===== src/hw/bra_pkg.sv =====
package bra_pkg;
   // ------------------------------------------------------------
   // register map (offsets chosen for this block)
   // ------------------------------------------------------------
   localparam logic [3:0]  ADDR_TABLE_PAGE      = 4'h0;
   localparam logic [3:0]  ADDR_VISIBILITY_PAGE = 4'h1;
   localparam logic [3:0]  ADDR_BIT_REV_CTRL    = 4'h2;
   localparam logic [3:0]  ADDR_CIRC_CTRL       = 4'h3;
   localparam logic [3:0]  ADDR_CORE_CTRL       = 4'h4;
   localparam logic [3:0]  ADDR_STATUS          = 4'h5;
   // ------------------------------------------------------------
   // fields and reset values
   // ------------------------------------------------------------
   localparam int          REV_ENABLE_BIT       = 15;
   localparam int          VIS_ENABLE_BIT       = 2;
   localparam int          MOD_ENABLE_BIT       = 15;
   localparam int          TABLE_CFG_BIT        = 7;
   localparam logic [3:0]  PTR_NONE             = 4'hf;
   localparam logic [7:0]  RST_PAGE             = 8'h00;
   localparam logic [15:0] RST_BIT_REV_CTRL     = 16'h0000;
   localparam logic [15:0] RST_CIRC_CTRL        = 16'h0fff;
   localparam logic [15:0] RST_CORE_CTRL        = 16'h0000;
   localparam logic [23:0] RST_PC               = 24'h000000;
   localparam logic [23:0] PC_STEP              = 24'h000002;
   // ------------------------------------------------------------
   // addressing modes and stall costs
   // ------------------------------------------------------------
   typedef enum logic [2:0] {
      BRA_AM_DIRECT   = 3'h0,
      BRA_AM_INDIRECT = 3'h1,
      BRA_AM_POST_INC = 3'h2,
      BRA_AM_POST_DEC = 3'h3,
      BRA_AM_PRE_INC  = 3'h4,
      BRA_AM_PRE_DEC  = 3'h5,
      BRA_AM_INDEXED  = 3'h6,
      BRA_AM_LITERAL  = 3'h7
   } bra_amode_t;
   localparam logic [1:0]  STALL_MOVE           = 2'h1;
   localparam logic [1:0]  STALL_OTHER          = 2'h2;
   localparam logic [1:0]  STALL_REPEAT_EDGE    = 2'h2;
   localparam logic [1:0]  STALL_REPEAT_MID     = 2'h0;
endpackage


===== src/hw/bra_agu.sv =====
// The strobed register port and the placing of the registers were left to the implementer.
`timescale 1ns/1ps
module bra_agu (
   input  wire logic        core_clk,
   input  wire logic        reset,
   // register port
   input  wire logic [3:0]  reg_addr,
   input  wire logic [15:0] reg_wdata,
   input  wire logic        reg_write,
   input  wire logic        reg_read,
   output logic      [15:0] reg_rdata,
   // effective address request from the decoder
   input  wire logic        ea_valid,
   input  wire logic        ea_is_write,
   input  wire logic        ea_is_byte,
   input  wire logic [3:0]  ea_reg_num,
   input  wire logic [2:0]  ea_mode,
   input  wire logic [15:0] ea_pointer,
   input  wire logic [15:0] ea_offset,
   // table and instruction context
   input  wire logic        table_op,
   input  wire logic        table_high,
   input  wire logic        byte_select,
   input  wire logic        instr_move,
   input  wire logic        in_repeat,
   input  wire logic        repeat_edge,
   input  wire logic        pc_advance,
   input  wire logic [23:0] prog_rdata,
   // results
   output logic      [15:0] data_addr,
   output logic      [15:0] pointer_next,
   output logic             rev_active,
   output logic      [23:0] prog_addr,
   output logic             prog_config,
   output logic             prog_req,
   output logic      [15:0] table_rdata,
   output logic      [1:0]  extra_cycles,
   output logic      [23:0] pc
);
   // ------------------------------------------------------------
   // registers
   // ------------------------------------------------------------
   logic [7:0]  table_page;
   logic [7:0]  visibility_page;
   logic [15:0] bit_reverse_control;
   logic [15:0] circular_bitrev_control;
   logic [15:0] core_control;

   function automatic logic [14:0] rev15(input logic [14:0] v);
      logic [14:0] r;
      r = '0;
      for (int i = 0; i < 15; i++) begin
         r[i] = v[14-i];
      end
      return r;
   endfunction

   wire wr_table = reg_write && (reg_addr == bra_pkg::ADDR_TABLE_PAGE);
   wire wr_vis   = reg_write && (reg_addr == bra_pkg::ADDR_VISIBILITY_PAGE);
   wire wr_rev   = reg_write && (reg_addr == bra_pkg::ADDR_BIT_REV_CTRL);
   wire wr_circ  = reg_write && (reg_addr == bra_pkg::ADDR_CIRC_CTRL);
   wire wr_core  = reg_write && (reg_addr == bra_pkg::ADDR_CORE_CTRL);

   always_ff @(posedge core_clk) begin
      if (reset) begin
         table_page              <= bra_pkg::RST_PAGE;
         visibility_page         <= bra_pkg::RST_PAGE;
         bit_reverse_control     <= bra_pkg::RST_BIT_REV_CTRL;
         circular_bitrev_control <= bra_pkg::RST_CIRC_CTRL;
         core_control            <= bra_pkg::RST_CORE_CTRL;
      end else begin
         if (wr_table) table_page <= reg_wdata[7:0];
         if (wr_vis) visibility_page <= reg_wdata[7:0];
         if (wr_rev) bit_reverse_control <= reg_wdata;
         if (wr_circ) circular_bitrev_control <= reg_wdata;
         if (wr_core) core_control <= reg_wdata;
      end
   end

   // ------------------------------------------------------------
   // bit-reversed / modulo / normal effective address
   // ------------------------------------------------------------
   wire [3:0]  rev_ptr_sel  = circular_bitrev_control[11:8];
   wire [3:0]  mod_ptr_sel  = circular_bitrev_control[3:0];
   wire        rev_en       = bit_reverse_control[bra_pkg::REV_ENABLE_BIT];
   wire [14:0] pivot        = bit_reverse_control[14:0];
   wire        mode_inc     = (ea_mode == bra_pkg::BRA_AM_PRE_INC) ||
                              (ea_mode == bra_pkg::BRA_AM_POST_INC);
   wire        mode_pre     = (ea_mode == bra_pkg::BRA_AM_PRE_INC) ||
                              (ea_mode == bra_pkg::BRA_AM_PRE_DEC);
   // stack pointer select 15 cannot be reversed
   wire        rev_cfg      = (rev_ptr_sel != bra_pkg::PTR_NONE) && rev_en;
   wire        rev_now      = ea_valid && ea_is_write && rev_cfg && mode_inc &&
                              !ea_is_byte && (ea_reg_num == rev_ptr_sel);
   // pointer and pivot are both mirrored: add in reversed bit order, mirror back
   wire [14:0] ptr_word     = ea_pointer[15:1];
   wire [14:0] rev_sum      = rev15(15'(rev15(ptr_word) + rev15(pivot)));
   wire [15:0] rev_addr     = {rev_sum, 1'b0};
   wire [15:0] mod_step     = mode_inc ? ea_offset : 16'(-ea_offset);
   wire [15:0] norm_next    = ea_pointer + mod_step;
   // modulo wrap itself lives elsewhere; here it only holds the pointer, and is gated off while a reversal is active
   wire        mod_write_on = circular_bitrev_control[bra_pkg::MOD_ENABLE_BIT] &&
                              (mod_ptr_sel != bra_pkg::PTR_NONE) && !rev_now;
   wire        ptr_mod      = (ea_mode == bra_pkg::BRA_AM_PRE_INC) ||
                              (ea_mode == bra_pkg::BRA_AM_PRE_DEC) ||
                              (ea_mode == bra_pkg::BRA_AM_POST_INC) ||
                              (ea_mode == bra_pkg::BRA_AM_POST_DEC);
   wire [15:0] next_ptr     = rev_now ? rev_addr :
                              (ptr_mod ? norm_next : ea_pointer);
   wire [15:0] next_ea      = rev_now ? (mode_pre ? rev_addr : {ea_pointer[15:1], 1'b0}) :
                              (mode_pre ? norm_next : ea_pointer);

   // ------------------------------------------------------------
   // program space address
   // ------------------------------------------------------------
   wire        vis_en      = core_control[bra_pkg::VIS_ENABLE_BIT];
   wire        vis_hit     = ea_valid && !table_op && vis_en && next_ea[15];
   wire [23:0] table_addr  = {table_page, next_ea};
   wire [23:0] vis_addr    = {1'b0, visibility_page, next_ea[14:0]};
   wire [23:0] next_paddr  = table_op ? table_addr : vis_addr;
   wire        next_cfg    = table_op && table_page[bra_pkg::TABLE_CFG_BIT];
   wire        next_preq   = ea_valid && (table_op || vis_hit);

   // ------------------------------------------------------------
   // table read data steering
   // ------------------------------------------------------------
   wire [7:0]  low_byte    = byte_select ? prog_rdata[15:8] : prog_rdata[7:0];
   wire [15:0] rd_low      = ea_is_byte ? {8'h00, low_byte} : prog_rdata[15:0];
   wire [7:0]  hi_byte     = (ea_is_byte && byte_select) ? 8'h00 : prog_rdata[23:16];
   wire [15:0] rd_high     = {8'h00, hi_byte};
   wire [15:0] next_trd    = table_high ? rd_high : rd_low;

   // ------------------------------------------------------------
   // window stall cost
   // ------------------------------------------------------------
   wire [1:0]  cost_plain  = instr_move ? bra_pkg::STALL_MOVE : bra_pkg::STALL_OTHER;
   wire [1:0]  cost_rep    = repeat_edge ? bra_pkg::STALL_REPEAT_EDGE :
                             bra_pkg::STALL_REPEAT_MID;
   // every window read except one in the middle of a repeat loop costs at least the second program fetch
   wire [1:0]  next_extra  = !vis_hit ? 2'h0 : (in_repeat ? cost_rep : cost_plain);

   // ------------------------------------------------------------
   // read port
   // ------------------------------------------------------------
   wire [15:0] status_word = {13'h0000, vis_en, rev_cfg, rev_active};
   logic [15:0] next_rdata;
   always_comb begin
      case (reg_addr)
         bra_pkg::ADDR_TABLE_PAGE:      next_rdata = {8'h00, table_page};
         bra_pkg::ADDR_VISIBILITY_PAGE: next_rdata = {8'h00, visibility_page};
         bra_pkg::ADDR_BIT_REV_CTRL:    next_rdata = bit_reverse_control;
         bra_pkg::ADDR_CIRC_CTRL:       next_rdata = circular_bitrev_control;
         bra_pkg::ADDR_CORE_CTRL:       next_rdata = core_control;
         bra_pkg::ADDR_STATUS:          next_rdata = status_word;
         default:                       next_rdata = 16'h0000;
      endcase
   end

   // ------------------------------------------------------------
   // output registers
   // ------------------------------------------------------------
   always_ff @(posedge core_clk) begin
      if (reset) begin
         reg_rdata    <= 16'h0000;
         data_addr    <= 16'h0000;
         pointer_next <= 16'h0000;
         rev_active   <= 1'b0;
         prog_addr    <= 24'h000000;
         prog_config  <= 1'b0;
         prog_req     <= 1'b0;
         table_rdata  <= 16'h0000;
         extra_cycles <= 2'h0;
         pc           <= bra_pkg::RST_PC;
      end else begin
         reg_rdata    <= reg_read ? next_rdata : 16'h0000;
         data_addr    <= next_ea;
         pointer_next <= mod_write_on ? ea_pointer : next_ptr;
         rev_active   <= rev_now;
         prog_addr    <= next_paddr;
         prog_config  <= next_cfg;
         prog_req     <= next_preq;
         table_rdata  <= next_trd;
         extra_cycles <= next_extra;
         if (pc_advance) pc <= pc + bra_pkg::PC_STEP;
      end
   end
endmodule


===== config.mk =====
export PLATFORM = sky130hd
export DESIGN_NAME = bra_agu
export DESIGN_NICKNAME = d
export VERILOG_FILES = /design/src/hw/bra_pkg.sv /design/src/hw/bra_agu.sv
export SDC_FILE = /design/constraint.sdc
export NUM_CORES = 1
export LEC_CHECK = 0
export BUFFER_PORTS_ARGS = -buffer_cell sky130_fd_sc_hd__buf_2
export CORE_ASPECT_RATIO = 0.6
export CORE_MARGIN = 2
export CORE_UTILIZATION = 30
export CTS_BUF_LIST = sky130_fd_sc_hd__clkbuf_4 sky130_fd_sc_hd__clkbuf_8 sky130_fd_sc_hd__clkbuf_16
export DETAILED_ROUTE_END_ITERATION = 10
export PLACE_DENSITY_LB_ADDON = 0.08
export REMOVE_ABC_BUFFERS = 1
export SYNTH_ARGS = -nofsm -noshare
export SYNTH_HDL_FRONTEND = slang
export SYNTH_SLANG_ARGS = --single-unit

===== constraint.sdc =====
create_clock -name core_clk -period 7.15 [get_ports core_clk]
set_input_delay 0.3575 -clock core_clk [delete_from_list [all_inputs] [get_ports core_clk]]
set_output_delay 0.3575 -clock core_clk [all_outputs]
set_load 0.03 [all_outputs]

# [Word level (Yosys, flattened, before mapping)]
# Index checks and enable logic that the tools add are counted.
[word_totals] out_inout_bits=117 in_bits=97 register_bits=181
[classes] n_eq_ne=12 bitwise_logic=3 add_sub_neg=4 reduce_logical=32 mux=16
[ops] cell="16-bit two-way mux" n=7
[ops] cell="16-bit case mux with 6 select lines" n=1
[ops] cell="8-bit two-way mux" n=4
[ops] cell="24-bit by 2-bit adder with 24-bit output (second input constant)" n=1
[ops] cell="23-bit two-way mux" n=1
[ops] cell="1-bit logical AND" n=19
[ops] cell="16-bit adder" n=1
[ops] cell="16-bit negation" n=1
[ops] cell="15-bit adder" n=1
[ops] cell="4-bit by 2-bit == test with 1-bit output (second input constant)" n=2
[ops] cell="4-bit by 3-bit == test with 1-bit output (second input constant)" n=2
[ops] cell="4-bit != test (second input constant)" n=2
[ops] cell="3-bit by 2-bit == test with 1-bit output (second input constant)" n=2
[ops] cell="3-bit == test (second input constant)" n=2
[ops] cell="2-bit two-way mux" n=3
[ops] cell="2-bit OR reduction" n=3
[ops] cell="1-bit logical OR" n=5
[ops] cell="4-bit by 1-bit == test with 1-bit output (second input constant)" n=1
[ops] cell="4-bit == test" n=1
[ops] cell="4-bit logical NOT" n=1
[ops] cell="1-bit logical NOT" n=3
[ops] cell="1-bit inverter" n=3
[ops] cell="3-bit OR reduction" n=1

# [Logic depth before layout (Yosys ltp)]
# Gate-level depths: netlist of the first run.
[depth] depth_word=10 ltp_mapped=15 ltp_nobuf=14

# [Least setup slack after synthesis of the first run]
# Ideal clock, no wire load.
[synth_path] path_kind="input port to flip-flop" start="input ea_mode[1]" end="register pointer_next[9]" n_path_buf=2 setup_slack_ns=4.054 stages=14 arrival_ns=3.010 cell_sequence="xor2_1 -> nand2b_1 -> clkbuf_1 -> clkbuf_1 -> nand2_1 -> o21ai_0 -> ha_1 -> a211o_1 -> a21o_1 -> a311o_1 -> a21oi_1 -> xnor2_1 -> mux2i_1 -> a211oi_1"
[synth_between] elab_chain_len=8 elab_cells_between_ends=18 classes_between="add/sub (1); eq/ne (4); mux (4); reduce/logical (9)"
[synth_lines] element="from (decl)" line="bra_agu.sv:17" source="input wire logic [2:0] ea_mode,"
[synth_lines] element="parallel branches: the longest is 7 deep, another holds 16-bit adder"
[synth_lines] element="16-bit two-way mux *" line="bra_agu.sv:177" source="pointer_next <= mod_write_on ? ea_pointer : next_ptr;"
[synth_lines] element="to (signal assigned)" line="bra_agu.sv:177"
[synth_lines] element="to (decl)" line="bra_agu.sv:31" source="output logic [15:0] pointer_next,"
# Mark *: on every way between the ends.
# A chain may end at the register's enable or synchronous reset.

# [Worst setup path in the final report of the first run]
[layout_path] start="input ea_mode[1]" end="register extra_cycles[1]"
[layout_between] elab_chain_len=9 elab_cells_between_ends=16 classes_between="add/sub (1); eq/ne (3); mux (4); bitwise (1); reduce/logical (7)"
[layout_lines] element="3-bit == test or 3-bit by 2-bit == test with 1-bit output (tied branches)" line="bra_agu.sv:87, bra_agu.sv:89, bra_agu.sv:88"
[layout_lines] element="1-bit logical OR" line="bra_agu.sv:87" source="wire mode_inc = (ea_mode == bra_pkg::BRA_AM_PRE_INC) ||"
[layout_lines] element="16-bit two-way mux or 1-bit logical AND (tied branches)" line="bra_agu.sv:99, bra_agu.sv:93"
[layout_lines] element="16-bit adder or 1-bit logical AND (tied branches)" line="bra_agu.sv:100, bra_agu.sv:93"
[layout_lines] element="16-bit two-way mux or 1-bit logical AND (tied branches)" line="bra_agu.sv:111, bra_agu.sv:94"
[layout_lines] element="16-bit two-way mux *" line="bra_agu.sv:110" source="wire [15:0] next_ea = rev_now ? (mode_pre ? rev_addr : {ea_pointer[15:1], 1'b0}) :"
[layout_lines] element="1-bit logical AND *" line="bra_agu.sv:117" source="wire vis_hit = ea_valid && !table_op && vis_en && next_ea[15];"
[layout_lines] element="1-bit inverter (no source line) *"
[layout_lines] element="2-bit OR reduction (no source line) *"
[layout_lines] element="to (signal assigned)" line="bra_agu.sv:183" source="extra_cycles <= next_extra;"
[layout_lines] element="to (decl)" line="bra_agu.sv:37" source="output logic [1:0] extra_cycles,"
# Every way passes the cells marked *; elsewhere a longest branch is shown, timed or not.

==> results of run 1 <==
## flip-flops by register name, summed over array words and instances (netlist names)
name                     flops
prog_addr                    9
reg_rdata                   16
table_page                   8
bit_reverse_control         16
pc                          23
core_control                16
extra_cycles                 2
data_addr                   16
prog_config                  1
table_rdata                 16
pointer_next                16
circular_bitrev_control     16
rev_active                   1
prog_req                     1
visibility_page              8
## final timing paths
| check | startpoint | endpoint | slack, ns | cells after the start |
|---|---|---|---|---|
| setup / recovery | ea_mode[1] | extra_cycles[1] | 3.88 | 12 |
| hold / removal | prog_rdata[10] | table_rdata[10] | 0.14 | 2 |
| setup reg to reg | bit_reverse_control[14] | data_addr[3] | 4.02 | 10 |
| hold reg to reg | circular_bitrev_control[12] | circular_bitrev_control[12] | 0.46 | 2 |
## cells in the mapped netlist, drive strengths merged (3+ instances only)
cell	instances	area, um^2
and3b	3	26.3
nand4	7	43.8
nor3	15	75.1
xnor2	37	332
buf	21	140
mux2i	26	260
a21o	11	82.6
o21bai	3	22.5
a22o	7	61.3
a22oi	8	60.1
nor3b	11	82.6
a21oi	94	470
a222oi	5	50.1
nor4	4	25.0
mux2	22	248
dfxtp	165	3300
nor2	116	435
and4	3	26.3
clkbuf	51	191
nand3b	13	97.6
nor2b	8	50.1
a31oi	6	37.5
a211oi	17	128
inv	13	48.8
and2	15	93.8
xor2	29	254
o211a	3	30.0
nand2	151	567
o31ai	7	52.6
and3	9	56.3
nand3	36	180
o21a	5	38.8
o21ai	20	100
or3	4	30.0
a311oi	4	35.0
nand2b	7	43.8
ha	33	413
o211ai	7	52.6
## cells by family after synthesis
family / count (synthesis) / share of synthesized area
and+or+nand+nor: 407 / 0.222
xor gates and xnor gates: 66 / 0.0690
DFF: 165 / 0.389
AOI/OAI and AO/OA: 210 / 0.159
adders and majority gates: 35 / 0.0534
other: 1 / 0.000442
buffers and inverters: 85 / 0.0448
muxes: 49 / 0.0625
## where the power goes
group | switching [mW] | total, mW | internal, mW | leakage (nW)
combinational | 0.311 | 0.487 | 0.176 | 2.93
clock | 0.390 | 0.886 | 0.496 | 0.270
sequential | 0.0151 | 0.969 | 0.954 | 1.34
## critical path: cells and delay by family
kind	cells	cell delay, ns
AND/OR/NAND/NOR	2	0.68
adder cells (fa/ha/maj)	1	0.32
buffers and inverters	1	0.11
AO/OA/AOI/OAI	6	1.79
XOR/XNOR	2	0.36
## metal layers
metal,GRT usage,wire [um],vias up
li1,-,-,3875
met1,0.297,15400,3584
met2,0.253,11000,175
met3,0.0366,1510,21
met4,0.0496,285,0
met5,0,0,-
## stage by stage
stage	cell area, um^2	setup WS, ns	hold slack [ns]
floorplan	8160	4.13	0.427
global route	10300	3.60	0.129
detailed placement	9770	3.50	0.447
CTS	10300	3.96	0.113
finish	10300	3.88	0.135
global placement	9770	3.56	0.443
## area by class of cell
| class | instances | share of cell area |
|---|---|---|
| timing repair buffer | 223 | 0.111 |
| clock buffer | 25 | 0.0494 |
| clock inverter | 6 | 0.00436 |
| inverter | 13 | 0.00472 |
| tap | 367 | 0.0444 |
| multi-input combinational | 768 | 0.466 |
| sequential | 165 | 0.320 |
| antenna | 1 | 0.000242 |
==> run summary, run 1 <==
synthesis-to-finish area growth: 21.7%
Final Non-Filler Cells: 1,568
routed vias/inst: 4.88
total power: 2.34 mW
via count: 7,655
antenna violation net count after detailed routing: 0
Clock Root Buffer: clkbuf_16
Worst Path Max Fanout: 17
TritonCTS Buffers: 17
Starting DRT DRC Count: 566
FF+latch area: 3300 um^2
relative slew slack: 0.120
Gate Count Post-Synth: 1,018
Final Util: 0.373
layout cell share with drive strength beyond 1: 0.239
Slew Limit Fails: 0
# DRC: 0
max_cap viols: 0
Rows: 47
first-pass GRT wire length: 43,200 um
multi-input logic area: 4820 um^2
startpoint types: primary input
syn_area_per_cell: 8.34 um^2
Min-Delay Path Class: primary input to flip-flop
hold buffer count at cts: 0
Worst Max-Slew Pin Slew: 1.31 ns
max incr delay on CP: 0.48 ns
Leakage: 4.54 nW
number of flops mapped to enable cells by yosys: 0
unrepaired setup endpoints after global routing: false
Critical Path RT: 7.49 ns
clk sinks: 165
Final setup viols: 0
most frequent cells in the layout: 211 x buf_2, 165 x dfxtp_1, 151 x nand2_1
overall routed net length: 28,200 um
Layout Nets: 1,320
Power Dens Cells: 227 nW/um^2
antenna violations before repair: 1
Worst EP arrival: 3.61 ns
crit path cell chain: buf_2, xor2_1, nand2b_1, o21ai_0, ha_1, a211o_1, a21o_1, a21oi_1, o21ai_1, xnor2_2, o21a_2, nor4_1
Final HPWL DP: 21,400 um
Total GRT Usage: 0.188
Setup TNS: 0 ns
most common cell after layout, fill and taps aside: buf_2
synth unique cells: 64
Async SR Flop Fraction: 0
critical path endpoint category: flip-flop
Setup Skew: 0.0104 ns
outcome: finished, final reports clean
maximum VDD drop: 0.127 mV
Die Ht: 134 um
Max clock buf depth: 2
final hold violations: 0
Filler Cell Count: 2,921
htree depth: 4
clk slew on worst S/H paths: 0.06 ns
Post-synth top flop: dfxtp_1
Starting Density: 0.307
fmax: 306 MHz
die area: 29,700 um^2
largest net degree at the start of global routing: 56
crit path time final: 3.27 ns
cell count after placement: 1,536
register area share after synthesis: 0.389
vias in the first global route: 7,183
Post-CTS Resized: 0
I/O Pins: 214
GRT overflow: 0
TritonCTS clock tree: built
#FFs+latches synth: 165
WS Path Type: primary input to flip-flop
gpl congestion: 0.823
worst skew pair latency: 0.44 ns
drt first pass iters: 5
synthesized cell area: 8490 um^2
port bufs: 212
Max stage delay cell, worst path: o21ai_0
core footprint: 27,700 um^2
synth warn: 0
Post CTS Setup Buffer Count: 0
Routed wire per std cell: 18.0 um
Die W: 221 um
period utilization: 0.458
(Power assumes the default switching activity.)
==> run 2, diff against run 1 <==
==> constraint.sdc (replaced) <==
create_clock -name core_clk -period 3.3 [get_ports core_clk]
set_input_delay 0.165 -clock core_clk [delete_from_list [all_inputs] [get_ports core_clk]]
set_output_delay 0.165 -clock core_clk [all_outputs]
set_load 0.03 [all_outputs]
==> run summary, run 2 (same netlist as run 1, synthesis figures left out) <==
outcome: finished, final reports clean
final hold violations: 0
max_cap viols: 0
critical path endpoint category: flip-flop
port bufs: 212
Power Dens Cells: 484 nW/um^2
Layout Nets: 1,356
TritonCTS clock tree: built
unrepaired setup endpoints after global routing: false
Final HPWL DP: 21,500 um
Starting Density: 0.307
die area: 29,700 um^2
Max clock buf depth: 2
Clock Root Buffer: clkbuf_16
drt first pass iters: 5
Setup TNS: 0 ns
gr busiest metal: met1
register bank with the most flops: pc
met1 usage: 0.304
Final setup viols: 0
routed vias/inst: 4.89
most frequent cells in the layout: 211 x buf_2, 165 x dfxtp_1, 151 x nand2_1
first-pass GRT wire length: 43,800 um
GR Util met3: 0.0368
clk sinks: 165
core footprint: 27,700 um^2
crit path time final: 2.96 ns
Final Non-Filler Cells: 1,602
Leakage: 4.72 nW
worst slack, placed: -0.0157 ns
n_diodes: 0
Min-Delay Path Class: primary input to flip-flop
startpoint types: flip-flop
setup ws final: 0.335 ns
Critical Path RT: 3.65 ns
Die W: 221 um
Max stage delay cell, worst path: o32ai_1
WS Path Type: flip-flop to flip-flop
layout cell share with drive strength beyond 1: 0.245
htree depth: 4
Worst EP arrival: 3.31 ns
Critical Path Source: bit_reverse_control[14]
Routed wire per std cell: 17.7 um
Worst Path Buf+Inv: 2
largest net degree at the start of global routing: 65
Setup Skew: 0.00954 ns
vias in the first global route: 7,256
crit path cell chain: ha_1, inv_1, fa_1, nand2b_1, a21oi_1, nor2b_1, o32ai_1, buf_4, mux2i_1, nand3_1, a311oi_1
GR Util met2: 0.257
overall routed net length: 28,400 um
relative slew slack: 0.418
most common cell after layout, fill and taps aside: buf_2
I/O Pins: 214
Reg-to-Reg Start: bit_reverse_control[14]
Rows: 47
Filler Cell Count: 2,841
worst skew pair latency: 0.44 ns
Total GRT Usage: 0.191
Top delay family on crit path: compound AO/OA/AOI/OAI gates
Worst Path Max Fanout: 3
Final Util: 0.385
gpl congestion: 0.829
Post-CTS Resized: 0
Worst Max-Slew Pin Slew: 0.866 ns
clk slew on worst S/H paths: 0.06 ns
maximum VDD drop: 0.258 mV
synthesis-to-finish area growth: 25.6%
GRT overflow: 0
Starting DRT DRC Count: 533
antenna violations before repair: 1
TritonCTS Buffers: 17
# DRC: 0
max incr delay on CP: 0.41 ns
Die Ht: 134 um
period utilization: 0.898
cell count after placement: 1,552
fmax: 337 MHz
antenna violation net count after detailed routing: 0
Slew Limit Fails: 0
hold path start: reg_wdata[1]
Largest register FFs: 23
via count: 7,827
[run 2: cell types whose count changed in the layout (fill, tap and decap cells not counted), moves of 2 or more]
cell | before | now
clkinv_2 | 1 | 4
clkbuf_8 | 4 | 1
buf_4 | 12 | 28
bufinv_16 | 0 | 2
dlygate4sd3_1 | 0 | 20
clkinvlp_4 | 3 | 0
clkinv_4 | 1 | 3
[run 2: cell type report]
cell class | instances | area (um^2) | area share
clock buffer | 21 | 462 | 0.0433
clock inverter | 9 | 106 | 0.00997
inverter | 13 | 48.8 | 0.00458
multi-input combinational | 768 | 4820 | 0.452
sequential | 165 | 3300 | 0.310
tap | 367 | 459 | 0.0431
timing repair buffer | 259 | 1470 | 0.138
[run 2: power breakdown]
group | switching (mW) | total, mW | internal [mW]
registers | 0.0330 | 2.10 | 2.07
logic | 0.678 | 1.09 | 0.409
clock network | 0.830 | 1.98 | 1.15
total | 1.54 | 5.16 | 3.62
[run 2: path summary, 6_finish.rpt]
check	endpoint	slack, ns	cells past startpoint
setup reg to reg	data_addr[3]	0.34	11
hold / removal	bit_reverse_control[1]	0.02	3
hold reg to reg	circular_bitrev_control[14]	0.46	2
setup / recovery	data_addr[3]	0.34	11
[run 2: metal layers]
metal | vias up | part of all wire | wire (um)
met5 | - | 0 | 0
met4 | 0 | 0.0084 | 239
met3 | 16 | 0.037 | 1050
met2 | 162 | 0.39 | 11200
met1 | 3694 | 0.56 | 15900
li1 | 3955 | - | -
[run 2: through the flow]
step / power (mW) / area, um^2 / hold slack (ns)
global placement: 3.22 / 9890 / 0.380
floorplan: 2.81 / 8160 / 0.234
global route: 5.42 / 10700 / 0.0243
detailed placement: 3.21 / 9890 / 0.381
CTS: 5.24 / 10700 / 0.00467
finish: 5.16 / 10700 / 0.0226
[run 2: repair_timing]
item                                    CTS  global route
endpoints found under the hold margin    36             0
hold buffers                             20             0
endpoints found under the setup margin    0             0
setup buffers                             0             0
[run 2: worst reg2reg max path, cell delays in order (launching register included)]
cell and delay (ns):
dfxtp_1 0.38, ha_1 0.22, inv_1 0.06, fa_1 0.39
nand2b_1 0.19, a21oi_1 0.26, nor2b_1 0.14, o32ai_1 0.41
buf_4 0.20, mux2i_1 0.23, nand3_1 0.11, a311oi_1 0.29
